===== src/verilog/tcs_cfg.svh =====
// constants of the tape command sequencer
`ifndef TCS_CFG_SVH
`define TCS_CFG_SVH

// ****************************************
// command codes
// ****************************************
`define TCS_CMD_DESEL 8'h00
`define TCS_CMD_SEL 8'h01
`define TCS_CMD_REWIND 8'h21
`define TCS_CMD_ERASE 8'h22
`define TCS_CMD_RETEN 8'h24
`define TCS_CMD_WRITE 8'h40
`define TCS_CMD_WFMARK 8'h60
`define TCS_CMD_READ 8'h80
`define TCS_CMD_SKIPFM 8'hA0
`define TCS_CMD_EOTPOS 8'hA3
`define TCS_CMD_SENSE 8'hC0
`define TCS_CMD_STATS 8'hC1
`define TCS_CMD_BLKID 8'hC2

// ****************************************
// error codes held for the sense request
// ****************************************
`define TCS_ERR_NONE 8'h00
`define TCS_ERR_BADCMD 8'h01
`define TCS_ERR_SEQ 8'h02
`define TCS_ERR_NOTSEL 8'h03
`define TCS_ERR_CHANGED 8'h04
`define TCS_ERR_EOF 8'h05
`define TCS_ERR_DRIVE 8'h06

// ****************************************
// poll answers: error, not yet done, done
// ****************************************
`define TCS_POLL_ERR 2'h3
`define TCS_POLL_BUSY 2'h0
`define TCS_POLL_DONE 2'h1

// ****************************************
// sizes and timing
// ****************************************
`define TCS_BLK_LAST 9'h1FF
`define TCS_SENSE_LEN 24'h00_0008
`define TCS_RETEN_STEPS 2'h2
`define TCS_CLK_NS 4
`define TCS_INIT_TIME_NS 10000
`define TCS_INIT_CYC (`TCS_INIT_TIME_NS / `TCS_CLK_NS)

`endif


===== src/verilog/tcs_pkg.sv =====
// types of the tape command sequencer
package tcs_pkg;

	typedef enum logic [3:0] {
		TCS_ST_IDLE,
		TCS_ST_INIT,
		TCS_ST_MOTION,
		TCS_ST_WRITE,
		TCS_ST_READ,
		TCS_ST_SENSE,
		TCS_ST_DONE,
		TCS_ST_ERR
	} tcs_state_e;

	typedef enum logic [2:0] {
		TCS_MOT_BOT,
		TCS_MOT_EOT,
		TCS_MOT_ERASE,
		TCS_MOT_FMARK,
		TCS_MOT_SKIPFM,
		TCS_MOT_EODPOS
	} tcs_mot_e;

endpackage : tcs_pkg


===== src/verilog/tcs_sequencer.sv =====
// command sequencer of the cartridge tape controller
`timescale 1ns/10ps
`default_nettype none
`include "tcs_cfg.svh"

// Functional notes
// - code 00H drops drive select
// - reselect after deselect marks tape changed
// - code 01H raises drive select
// - code 21H rewinds tape to start
// - rewind required after insertion before read/write
// - code 22H writes end-of-data at start
// - code 24H: start, end, start again
// - code 40H writes 512-byte blocks while fed
// - write mode ends only on terminate or init
// - code 60H writes a file mark
// - code 80H reads 512-byte blocks while asked
// - read mode ends on error or terminate
// - end-of-file error only after whole block
// - at file mark, reads keep failing EOF
// - code A0H skips past next file mark
// - poll answers at once: error, busy, done
// - transfer errors shown at poll or terminate
// - initialization fails only if reset fails
// - code C0H sends sense, clears error, count
// - sense and statistics move exactly eight bytes
module tcs_sequencer
(
	// clock and reset
	input wire logic clock,
	input wire logic rst_n,
	// host command handshakes
	input wire logic cmd_valid,
	input wire logic [7:0] cmd_code,
	output logic cmd_ack,
	output logic cmd_err,
	input wire logic xfer_valid,
	input wire logic [23:0] xfer_bytes,
	output logic xfer_ack,
	output logic xfer_err,
	input wire logic poll_valid,
	output logic poll_ack,
	output logic [1:0] poll_code,
	input wire logic term_valid,
	output logic term_ack,
	output logic term_err,
	input wire logic init_valid,
	output logic init_ack,
	output logic init_fail,
	output logic busy,
	// host data, memory to tape
	input wire logic hw_valid,
	input wire logic [7:0] hw_data,
	output logic hw_ready,
	// host data, tape to memory
	output logic hr_valid,
	output logic [7:0] hr_data,
	input wire logic hr_ready,
	// drive control
	output logic drive_select,
	output logic drive_reset,
	input wire logic drive_ready,
	input wire logic cart_present,
	output logic mot_start,
	output tcs_pkg::tcs_mot_e mot_op,
	input wire logic mot_done,
	input wire logic mot_err,
	// drive data
	output logic tw_valid,
	output logic [7:0] tw_data,
	output logic tw_last,
	input wire logic tw_ready,
	input wire logic tr_valid,
	input wire logic [7:0] tr_data,
	input wire logic tr_fmark,
	output logic tr_ready
);
	import tcs_pkg::*;

	localparam logic [11:0] INIT_CYC = 12'(`TCS_INIT_CYC);

	// ****************************************
	// decoding
	// ****************************************
	function automatic logic code_known(input logic [7:0] c);
		case (c)
			`TCS_CMD_DESEL, `TCS_CMD_SEL, `TCS_CMD_REWIND, `TCS_CMD_ERASE,
			`TCS_CMD_RETEN, `TCS_CMD_WRITE, `TCS_CMD_WFMARK, `TCS_CMD_READ,
			`TCS_CMD_SKIPFM, `TCS_CMD_EOTPOS, `TCS_CMD_SENSE,
			`TCS_CMD_STATS, `TCS_CMD_BLKID:
				code_known = 1'b1;
			default:
				code_known = 1'b0;
		endcase
	endfunction : code_known

	// byte i of a snapshot, most significant first
	function automatic logic [7:0] snap_byte(input logic [63:0] s,
		input logic [2:0] i);
		logic [63:0] t;
		t = s << {i, 3'b000};
		snap_byte = t[63:56];
	endfunction : snap_byte

	// ****************************************
	// state
	// ****************************************
	tcs_state_e state_reg, state_next;
	tcs_mot_e mot_op_reg, mot_op_next;
	logic [1:0] step_reg, step_next;
	logic [23:0] remain_reg, remain_next;
	logic [8:0] bib_reg, bib_next;
	logic [23:0] blk_reg, blk_next;
	logic [7:0] err_code_reg, err_code_next;
	logic [63:0] snap_reg, snap_next;
	logic [2:0] sidx_reg, sidx_next;
	logic [11:0] itmr_reg, itmr_next;
	logic sel_reg, sel_next;
	logic desel_seen_reg, desel_seen_next;
	logic chg_reg, chg_next;
	logic at_eof_reg, at_eof_next;
	logic cart_q_reg, cart_q_next;
	logic term_pend_reg, term_pend_next;
	logic busy_reg, busy_next;
	logic cmd_ack_reg, cmd_ack_next, cmd_err_reg, cmd_err_next;
	logic xfer_ack_reg, xfer_ack_next, xfer_err_reg, xfer_err_next;
	logic poll_ack_reg, poll_ack_next;
	logic [1:0] poll_code_reg, poll_code_next;
	logic term_ack_reg, term_ack_next, term_err_reg, term_err_next;
	logic init_ack_reg, init_ack_next, init_fail_reg, init_fail_next;
	logic hw_ready_reg, hw_ready_next, tr_ready_reg, tr_ready_next;
	logic hr_valid_reg, hr_valid_next, tw_valid_reg, tw_valid_next;
	logic tw_last_reg, tw_last_next;
	logic [7:0] hr_data_reg, hr_data_next, tw_data_reg, tw_data_next;
	logic drv_rst_reg, drv_rst_next, mot_start_reg, mot_start_next;

	// ****************************************
	// next state
	// ****************************************
	always_comb
	begin
		logic step;
		step = 1'b0;
		state_next = state_reg;
		mot_op_next = mot_op_reg;
		step_next = step_reg;
		remain_next = remain_reg;
		bib_next = bib_reg;
		blk_next = blk_reg;
		err_code_next = err_code_reg;
		snap_next = snap_reg;
		sidx_next = sidx_reg;
		itmr_next = itmr_reg;
		sel_next = sel_reg;
		desel_seen_next = desel_seen_reg;
		chg_next = chg_reg;
		at_eof_next = at_eof_reg;
		cart_q_next = cart_present;
		term_pend_next = term_pend_reg | term_valid;
		busy_next = busy_reg;
		cmd_ack_next = 1'b0;
		cmd_err_next = 1'b0;
		xfer_ack_next = 1'b0;
		xfer_err_next = 1'b0;
		poll_ack_next = 1'b0;
		poll_code_next = poll_code_reg;
		term_ack_next = 1'b0;
		term_err_next = term_err_reg;
		init_ack_next = 1'b0;
		init_fail_next = init_fail_reg;
		hr_valid_next = hr_valid_reg & ~hr_ready;
		hr_data_next = hr_data_reg;
		tw_valid_next = tw_valid_reg & ~tw_ready;
		tw_data_next = tw_data_reg;
		tw_last_next = tw_last_reg;
		drv_rst_next = drv_rst_reg;
		mot_start_next = 1'b0;

		// a new cartridge must be rewound before use
		if (cart_present && !cart_q_reg)
			chg_next = 1'b1;

		// data paths
		if (hw_valid && hw_ready_reg)
		begin
			tw_valid_next = 1'b1;
			tw_data_next = hw_data;
			tw_last_next = (bib_reg == `TCS_BLK_LAST);
			step = 1'b1;
		end
		if (tr_valid && tr_ready_reg)
		begin
			hr_valid_next = 1'b1;
			hr_data_next = tr_data;
			step = 1'b1;
		end
		if (step)
		begin
			remain_next = remain_reg - 24'h00_0001;
			bib_next = bib_reg + 9'h001;
			if (bib_reg == `TCS_BLK_LAST)
				blk_next = blk_reg + 24'h00_0001;
		end
		// a file mark is only honoured between blocks
		if (state_reg == TCS_ST_READ && remain_reg != 24'h00_0000 &&
			bib_reg == 9'h000 && tr_fmark && !step)
		begin
			state_next = TCS_ST_ERR;
			at_eof_next = 1'b1;
			err_code_next = `TCS_ERR_EOF;
		end
		if (state_reg == TCS_ST_SENSE && remain_reg != 24'h00_0000 &&
			!hr_valid_next)
		begin
			hr_valid_next = 1'b1;
			hr_data_next = snap_byte(snap_reg, sidx_reg);
			sidx_next = sidx_reg + 3'h1;
			remain_next = remain_reg - 24'h00_0001;
		end

		// motion completion and retension phases
		if (state_reg == TCS_ST_MOTION && mot_done)
		begin
			if (mot_err)
			begin
				state_next = TCS_ST_ERR;
				err_code_next = `TCS_ERR_DRIVE;
			end
			else if (step_reg != 2'h0)
			begin
				mot_start_next = 1'b1;
				mot_op_next = (step_reg == `TCS_RETEN_STEPS) ?
					TCS_MOT_EOT : TCS_MOT_BOT;
				step_next = step_reg - 2'h1;
			end
			else
			begin
				state_next = TCS_ST_DONE;
				if (mot_op_reg == TCS_MOT_BOT)
				begin
					chg_next = 1'b0;
					at_eof_next = 1'b0;
				end
				if (mot_op_reg == TCS_MOT_SKIPFM)
					at_eof_next = 1'b0;
			end
		end

		// controller initialization
		if (state_reg == TCS_ST_INIT)
		begin
			itmr_next = itmr_reg - 12'h001;
			if (drive_ready || itmr_reg == 12'h000)
			begin
				drv_rst_next = 1'b0;
				init_ack_next = 1'b1;
				init_fail_next = !drive_ready;
				state_next = TCS_ST_IDLE;
			end
		end

		// command acceptance
		if (cmd_valid && state_reg != TCS_ST_INIT)
		begin
			cmd_ack_next = 1'b1;
			if (!code_known(cmd_code))
			begin
				cmd_err_next = 1'b1;
				err_code_next = `TCS_ERR_BADCMD;
			end
			else if (busy_reg)
			begin
				cmd_err_next = 1'b1;
				err_code_next = `TCS_ERR_SEQ;
			end
			else
			begin
				busy_next = 1'b1;
				remain_next = 24'h00_0000;
				bib_next = 9'h000;
				sidx_next = 3'h0;
				step_next = 2'h0;
				state_next = TCS_ST_MOTION;
				case (cmd_code)
					`TCS_CMD_DESEL:
					begin
						sel_next = 1'b0;
						desel_seen_next = 1'b1;
						state_next = TCS_ST_DONE;
					end
					`TCS_CMD_SEL:
					begin
						sel_next = 1'b1;
						chg_next = chg_next | desel_seen_reg;
						desel_seen_next = 1'b0;
						state_next = TCS_ST_DONE;
					end
					`TCS_CMD_REWIND:
						mot_op_next = TCS_MOT_BOT;
					`TCS_CMD_RETEN:
					begin
						mot_op_next = TCS_MOT_BOT;
						step_next = `TCS_RETEN_STEPS;
					end
					`TCS_CMD_ERASE:
						mot_op_next = TCS_MOT_ERASE;
					`TCS_CMD_WFMARK:
						mot_op_next = TCS_MOT_FMARK;
					`TCS_CMD_SKIPFM:
						mot_op_next = TCS_MOT_SKIPFM;
					`TCS_CMD_EOTPOS:
						mot_op_next = TCS_MOT_EODPOS;
					`TCS_CMD_WRITE:
						state_next = TCS_ST_WRITE;
					`TCS_CMD_READ:
						state_next = TCS_ST_READ;
					`TCS_CMD_SENSE:
					begin
						snap_next = {err_code_next, blk_reg, chg_next,
							7'h00, 24'h00_0000};
						err_code_next = `TCS_ERR_NONE;
						blk_next = 24'h00_0000;
						state_next = TCS_ST_SENSE;
					end
					default:
					begin
						// statistics and block id are not kept here
						snap_next = 64'h0000_0000_0000_0000;
						state_next = TCS_ST_SENSE;
					end
				endcase
				// drive must be selected and rewound first
				if (state_next != TCS_ST_DONE &&
					state_next != TCS_ST_SENSE)
				begin
					if (!sel_reg)
					begin
						state_next = TCS_ST_ERR;
						err_code_next = `TCS_ERR_NOTSEL;
					end
					else if (chg_next && cmd_code != `TCS_CMD_REWIND &&
						cmd_code != `TCS_CMD_RETEN)
					begin
						state_next = TCS_ST_ERR;
						err_code_next = `TCS_ERR_CHANGED;
					end
					else if (cmd_code == `TCS_CMD_READ && at_eof_reg)
					begin
						state_next = TCS_ST_ERR;
						err_code_next = `TCS_ERR_EOF;
					end
				end
				mot_start_next = (state_next == TCS_ST_MOTION);
			end
		end

		// transfer start: errors wait for poll or terminate
		if (xfer_valid)
		begin
			xfer_ack_next = 1'b1;
			if ((state_reg == TCS_ST_WRITE || state_reg == TCS_ST_READ)
				&& remain_reg == 24'h00_0000)
				remain_next = xfer_bytes;
			else if (state_reg == TCS_ST_SENSE &&
				remain_reg == 24'h00_0000 && sidx_reg == 3'h0)
				remain_next = `TCS_SENSE_LEN;
			else if (state_reg != TCS_ST_ERR)
				xfer_err_next = 1'b1;
		end

		// completion poll, answered on the next edge
		if (poll_valid)
		begin
			poll_ack_next = 1'b1;
			case (state_reg)
				TCS_ST_ERR, TCS_ST_IDLE:
					poll_code_next = `TCS_POLL_ERR;
				TCS_ST_DONE:
					poll_code_next = `TCS_POLL_DONE;
				TCS_ST_WRITE, TCS_ST_READ, TCS_ST_SENSE:
					poll_code_next = (remain_reg == 24'h00_0000 &&
						!tw_valid_reg && !hr_valid_reg) ?
						`TCS_POLL_DONE : `TCS_POLL_BUSY;
				default:
					poll_code_next = `TCS_POLL_BUSY;
			endcase
		end

		// terminate waits for motion and queued bytes to finish
		if (term_pend_reg && state_reg != TCS_ST_MOTION &&
			state_reg != TCS_ST_INIT && !tw_valid_reg && !hr_valid_reg &&
			!(state_reg == TCS_ST_SENSE && remain_reg != 24'h00_0000))
		begin
			term_ack_next = 1'b1;
			term_err_next = (state_reg == TCS_ST_ERR);
			// a fresh terminate in this cycle must not be lost
			term_pend_next = term_valid;
			busy_next = 1'b0;
			state_next = TCS_ST_IDLE;
			remain_next = 24'h00_0000;
		end

		// initialization overrides everything in flight
		if (init_valid && state_reg != TCS_ST_INIT)
		begin
			state_next = TCS_ST_INIT;
			drv_rst_next = 1'b1;
			itmr_next = INIT_CYC;
			busy_next = 1'b0;
			term_pend_next = 1'b0;
			remain_next = 24'h00_0000;
			err_code_next = `TCS_ERR_NONE;
			mot_start_next = 1'b0;
		end

		// ready is registered, so it looks at next-cycle room only
		hw_ready_next = (state_next == TCS_ST_WRITE) &&
			remain_next != 24'h00_0000 && !tw_valid_next;
		tr_ready_next = (state_next == TCS_ST_READ) &&
			remain_next != 24'h00_0000 && !hr_valid_next;
	end

	// ****************************************
	// registers
	// ****************************************
	always_ff @(posedge clock or negedge rst_n)
	begin
		if (!rst_n)
		begin
			state_reg <= TCS_ST_IDLE;
			mot_op_reg <= TCS_MOT_BOT;
			step_reg <= 2'h0;
			remain_reg <= 24'h00_0000;
			bib_reg <= 9'h000;
			blk_reg <= 24'h00_0000;
			err_code_reg <= `TCS_ERR_NONE;
			snap_reg <= 64'h0000_0000_0000_0000;
			sidx_reg <= 3'h0;
			itmr_reg <= 12'h000;
			sel_reg <= 1'b0;
			desel_seen_reg <= 1'b0;
			chg_reg <= 1'b1;
			at_eof_reg <= 1'b0;
			cart_q_reg <= 1'b0;
			term_pend_reg <= 1'b0;
			busy_reg <= 1'b0;
			cmd_ack_reg <= 1'b0;
			cmd_err_reg <= 1'b0;
			xfer_ack_reg <= 1'b0;
			xfer_err_reg <= 1'b0;
			poll_ack_reg <= 1'b0;
			poll_code_reg <= `TCS_POLL_BUSY;
			term_ack_reg <= 1'b0;
			term_err_reg <= 1'b0;
			init_ack_reg <= 1'b0;
			init_fail_reg <= 1'b0;
			hw_ready_reg <= 1'b0;
			tr_ready_reg <= 1'b0;
			hr_valid_reg <= 1'b0;
			tw_valid_reg <= 1'b0;
			tw_last_reg <= 1'b0;
			hr_data_reg <= 8'h00;
			tw_data_reg <= 8'h00;
			drv_rst_reg <= 1'b0;
			mot_start_reg <= 1'b0;
		end
		else
		begin
			state_reg <= state_next;
			mot_op_reg <= mot_op_next;
			step_reg <= step_next;
			remain_reg <= remain_next;
			bib_reg <= bib_next;
			blk_reg <= blk_next;
			err_code_reg <= err_code_next;
			snap_reg <= snap_next;
			sidx_reg <= sidx_next;
			itmr_reg <= itmr_next;
			sel_reg <= sel_next;
			desel_seen_reg <= desel_seen_next;
			chg_reg <= chg_next;
			at_eof_reg <= at_eof_next;
			cart_q_reg <= cart_q_next;
			term_pend_reg <= term_pend_next;
			busy_reg <= busy_next;
			cmd_ack_reg <= cmd_ack_next;
			cmd_err_reg <= cmd_err_next;
			xfer_ack_reg <= xfer_ack_next;
			xfer_err_reg <= xfer_err_next;
			poll_ack_reg <= poll_ack_next;
			poll_code_reg <= poll_code_next;
			term_ack_reg <= term_ack_next;
			term_err_reg <= term_err_next;
			init_ack_reg <= init_ack_next;
			init_fail_reg <= init_fail_next;
			hw_ready_reg <= hw_ready_next;
			tr_ready_reg <= tr_ready_next;
			hr_valid_reg <= hr_valid_next;
			tw_valid_reg <= tw_valid_next;
			tw_last_reg <= tw_last_next;
			hr_data_reg <= hr_data_next;
			tw_data_reg <= tw_data_next;
			drv_rst_reg <= drv_rst_next;
			mot_start_reg <= mot_start_next;
		end
	end

	assign cmd_ack = cmd_ack_reg;
	assign cmd_err = cmd_err_reg;
	assign xfer_ack = xfer_ack_reg;
	assign xfer_err = xfer_err_reg;
	assign poll_ack = poll_ack_reg;
	assign poll_code = poll_code_reg;
	assign term_ack = term_ack_reg;
	assign term_err = term_err_reg;
	assign init_ack = init_ack_reg;
	assign init_fail = init_fail_reg;
	assign busy = busy_reg;
	assign hw_ready = hw_ready_reg;
	assign hr_valid = hr_valid_reg;
	assign hr_data = hr_data_reg;
	assign drive_select = sel_reg;
	assign drive_reset = drv_rst_reg;
	assign mot_start = mot_start_reg;
	assign mot_op = mot_op_reg;
	assign tw_valid = tw_valid_reg;
	assign tw_data = tw_data_reg;
	assign tw_last = tw_last_reg;
	assign tr_ready = tr_ready_reg;

endmodule : tcs_sequencer
`default_nettype wire


===== config.mk =====
export PLATFORM = sky130hd
export DESIGN_NAME = tcs_sequencer
export DESIGN_NICKNAME = d
export VERILOG_FILES = /design/src/verilog/tcs_pkg.sv /design/src/verilog/tcs_sequencer.sv
export VERILOG_INCLUDE_DIRS = /design/src /design/src/verilog
export SDC_FILE = /design/constraint.sdc
export NUM_CORES = 1
export LEC_CHECK = 0
export ABC_AREA = 1
export BUFFER_PORTS_ARGS = -buffer_cell sky130_fd_sc_hd__buf_2
export CAP_MARGIN = 10
export CORE_ASPECT_RATIO = 0.5
export CORE_MARGIN = 2
export CORE_UTILIZATION = 57
export DETAILED_ROUTE_END_ITERATION = 8
export GPL_ROUTABILITY_DRIVEN = 1
export GPL_TIMING_DRIVEN = 0
export PLACE_DENSITY = 0.78
export SLEW_MARGIN = 25
export SYNTH_ARGS = -nofsm -noshare
export SYNTH_HDL_FRONTEND = slang
export SYNTH_SLANG_ARGS = --single-unit

===== constraint.sdc =====
create_clock -name clock -period 6.1 [get_ports clock]
set_input_delay 1.22 -clock clock [delete_from_list [all_inputs] [get_ports clock]]
set_output_delay 1.22 -clock clock [all_outputs]
set_load 0.02 [all_outputs]

==> results.toml <==
[finish]
final_area_sq_um = 10700
antenna_cells = 0
layout-drive-gt1-share_pct = 14.9
finalCoreUtilization_pct = 68.3
final_cells = 1613
largest_reg_flops = 33
finalNetCount = 1452
syn2layout_area_growth_pct = 15.4
final_common_cell = "nand2_1"
fill_cells = 1317
final_cell_mix = "349 x nand2_1, 186 x inv_1, 162 x dfrtp_1"

[power_and_ir_drop]
p_per_area_nw_per_um2 = 317
irDropWorstVdd_v = 0.000213
p_leak_nw = 5.97
p_total_mw = 3.39

[grt]
grt_pass1_vias = 8319
grt_usage_pct = 29.8
antenna_found_initial = 0
grt_pass1_wl_um = 39900
gr-total-overflow = 0
grt_max_degree = 82

[min_path]
hold_path.class = "reg2reg"
hp-start = "itmr_reg[10]$_DFFE_PN0P_"

[route]
wl_um = 24800
wl_per_cell_um = 15.4
drtIter0Drc = 717
postRouteAntennaNets = 0
dr.pass1.iters = 6
num_vias = 8929
vias_per_cell = 5.54
drc = 0

[critical_path]
cp-start-kind = "input pin"
path_class = "in2reg"
worst_ep_required_time_ps = 6410
reg2reg_from = "bib_reg[0]$_DFF_PN0_"
endpoint_kind = "register"
crit_path_start = "hw_valid"
crit_fanout = 10
cp.arrival_ps = 3400

[sta]
hold_violations = 0
skew_ps = 11.5
tightest_slew_ps = 787
setup_violations = 0
rsz0062_at_grt = "false"
worst_hold_slack_ps = 487
fmax_ghz = 0.324
relSlewSlack_pct = 47.2
finalCriticalPeriod_ps = 3080
setup_tns_ps = 0
post-route-period-util_pct = 50.6
setup_ws_ps = 3020
slew_violations = 0

[clocking]
clock_latency_ps = 430
cts_made_buffers = 17
cts_setup_buffers = 0
clockBufferDepth = 2
hold_buffers = 0
clk_pin_slew_ps = 70
tritoncts = "built"
clock-root-buffer = "clkbuf_16"
clock-sinks = 163
htreeDepth = 4
cts.repair.resized = 0

[floorplan]
die_w_um = 184
pin_count = 103
start_util_pct = 59.2
die_h_um = 94.2
die_area_sq_um = 17400
rows = 32
coreArea_sq_um = 15700

[place]
pre_cts_slack_ps = 2610
dpl-instance-area_sq_um = 10100
io_buffer_count = 102
placedCellCount = 1581
gp_congestion = 0.955
place_hpwl_um = 18500

[yosys]
mappedNetlistArea_sq_um = 9270
synth_edf_count = 0
async_reset_ff_share_pct = 100
ys_seq_area_share_pct = 44.0
synth_area_per_cell_sq_um = 7.38
synth_flop_cell = "dfrtp_1"
synth_seq_cells = 163
syn_inst = 1256
synth_cell_type_count = 51
yosys_warnings = 0
synthesis.nets = 1329

[run_status]
outcome = "finished, final reports clean"

[run]
drv_cap = 0
report_power, final:
group,switching (mW),internal [mW]
combinational,0.660,0.301
sequential,0.106,1.26
clock,0.484,0.577
total,1.25,2.14
logic make-up (layout without fill, tap and decap cells):
kind of cell	count (synthesis)	after routing	share of synthesized area, %
and+or+nand+nor	642	642	30.3
xor gates and xnor gates	22	22	2.08
adders and majority gates	9	9	1.21
DFF	163	163	44.0
AOI/OAI and AO/OA	182	182	11.5
muxes	8	8	0.971
buffers and inverters	230	366	9.96
cells in the mapped netlist, types with 3 or more instances:
cell,count,area share [%]
inv_1,186,7.5
a31oi_1,16,1.1
o211ai_1,6,0.49
o21ai_1,10,0.54
xor2_1,20,1.9
nor3_1,22,1.2
o2111ai_1,4,0.38
nand2_2,6,0.40
dfrtp_1,162,44
nor2_1,128,5.2
nand2_1,349,14
o21bai_1,9,0.73
o221ai_1,4,0.38
mux2_2,8,0.97
ha_1,9,1.2
nor2_4,4,0.49
o21ai_0,73,3.9
buf_6,5,0.61
clkbuf_1,16,0.65
o31ai_1,4,0.32
nand3_1,68,3.7
inv_2,8,0.32
or2_2,4,0.27
nor2_2,11,0.74
nor4_1,7,0.47
nand4_1,23,1.6
nand2_4,3,0.36
o22ai_1,21,1.4
buf_2,8,0.43
a21oi_1,29,1.6
nand3b_1,5,0.40
layout make-up:
type,instances,area (sq um),area share (%)
Clock buffer,18,429,4.01
Inverter,197,744,6.96
Clock inverter,14,144,1.34
Buffer,33,179,1.67
Multi-Input combinational cell,863,4270,39.9
Timing Repair Buffer,104,576,5.38
Tap cell,221,277,2.58
Sequential cell,163,4080,38.1
critical path, cell delays in order:
cell and delay [ps]:
buf_2 100, nand2_1 160, nand2_4 130, inv_4 180, clkbuf_1 560, nand2_1 100, nand2_1 90, nand2_1 50
nand2_1 50, o21ai_1 60, nand2_1 80, nand2_1 80, nor2_1 100, nand2_1 110, nor2_1 210, a21oi_1 110
metal layers:
metal	up-vias	share of wire [%]	global-route usage (%)
met5	-	0	0
met4	0	1.8	9.40
met3	58	7.2	5.39
met2	359	47	48.9
met1	4228	44	40.3
li1	4284	-	-
path summary, 6_finish.rpt:
path / end / slack [ps] / cells after the start
worst max-delay path: tr_ready$_DFF_PN0_ / 3020 / 16
worst min-delay path: itmr_reg[10]$_DFFE_PN0P_ / 490 / 1
worst max register to register: blk_reg[21]$_DFF_PN0_ / 3070 / 15
worst min register to register: itmr_reg[10]$_DFFE_PN0P_ / 490 / 1
max in group asynchronous: chg_reg$_DFF_PN1_ / 4450 / 3
min in group asynchronous: drive_reset$_DFFE_PN0P_ / 620 / 1
Power figures use the tool's default switching activity.
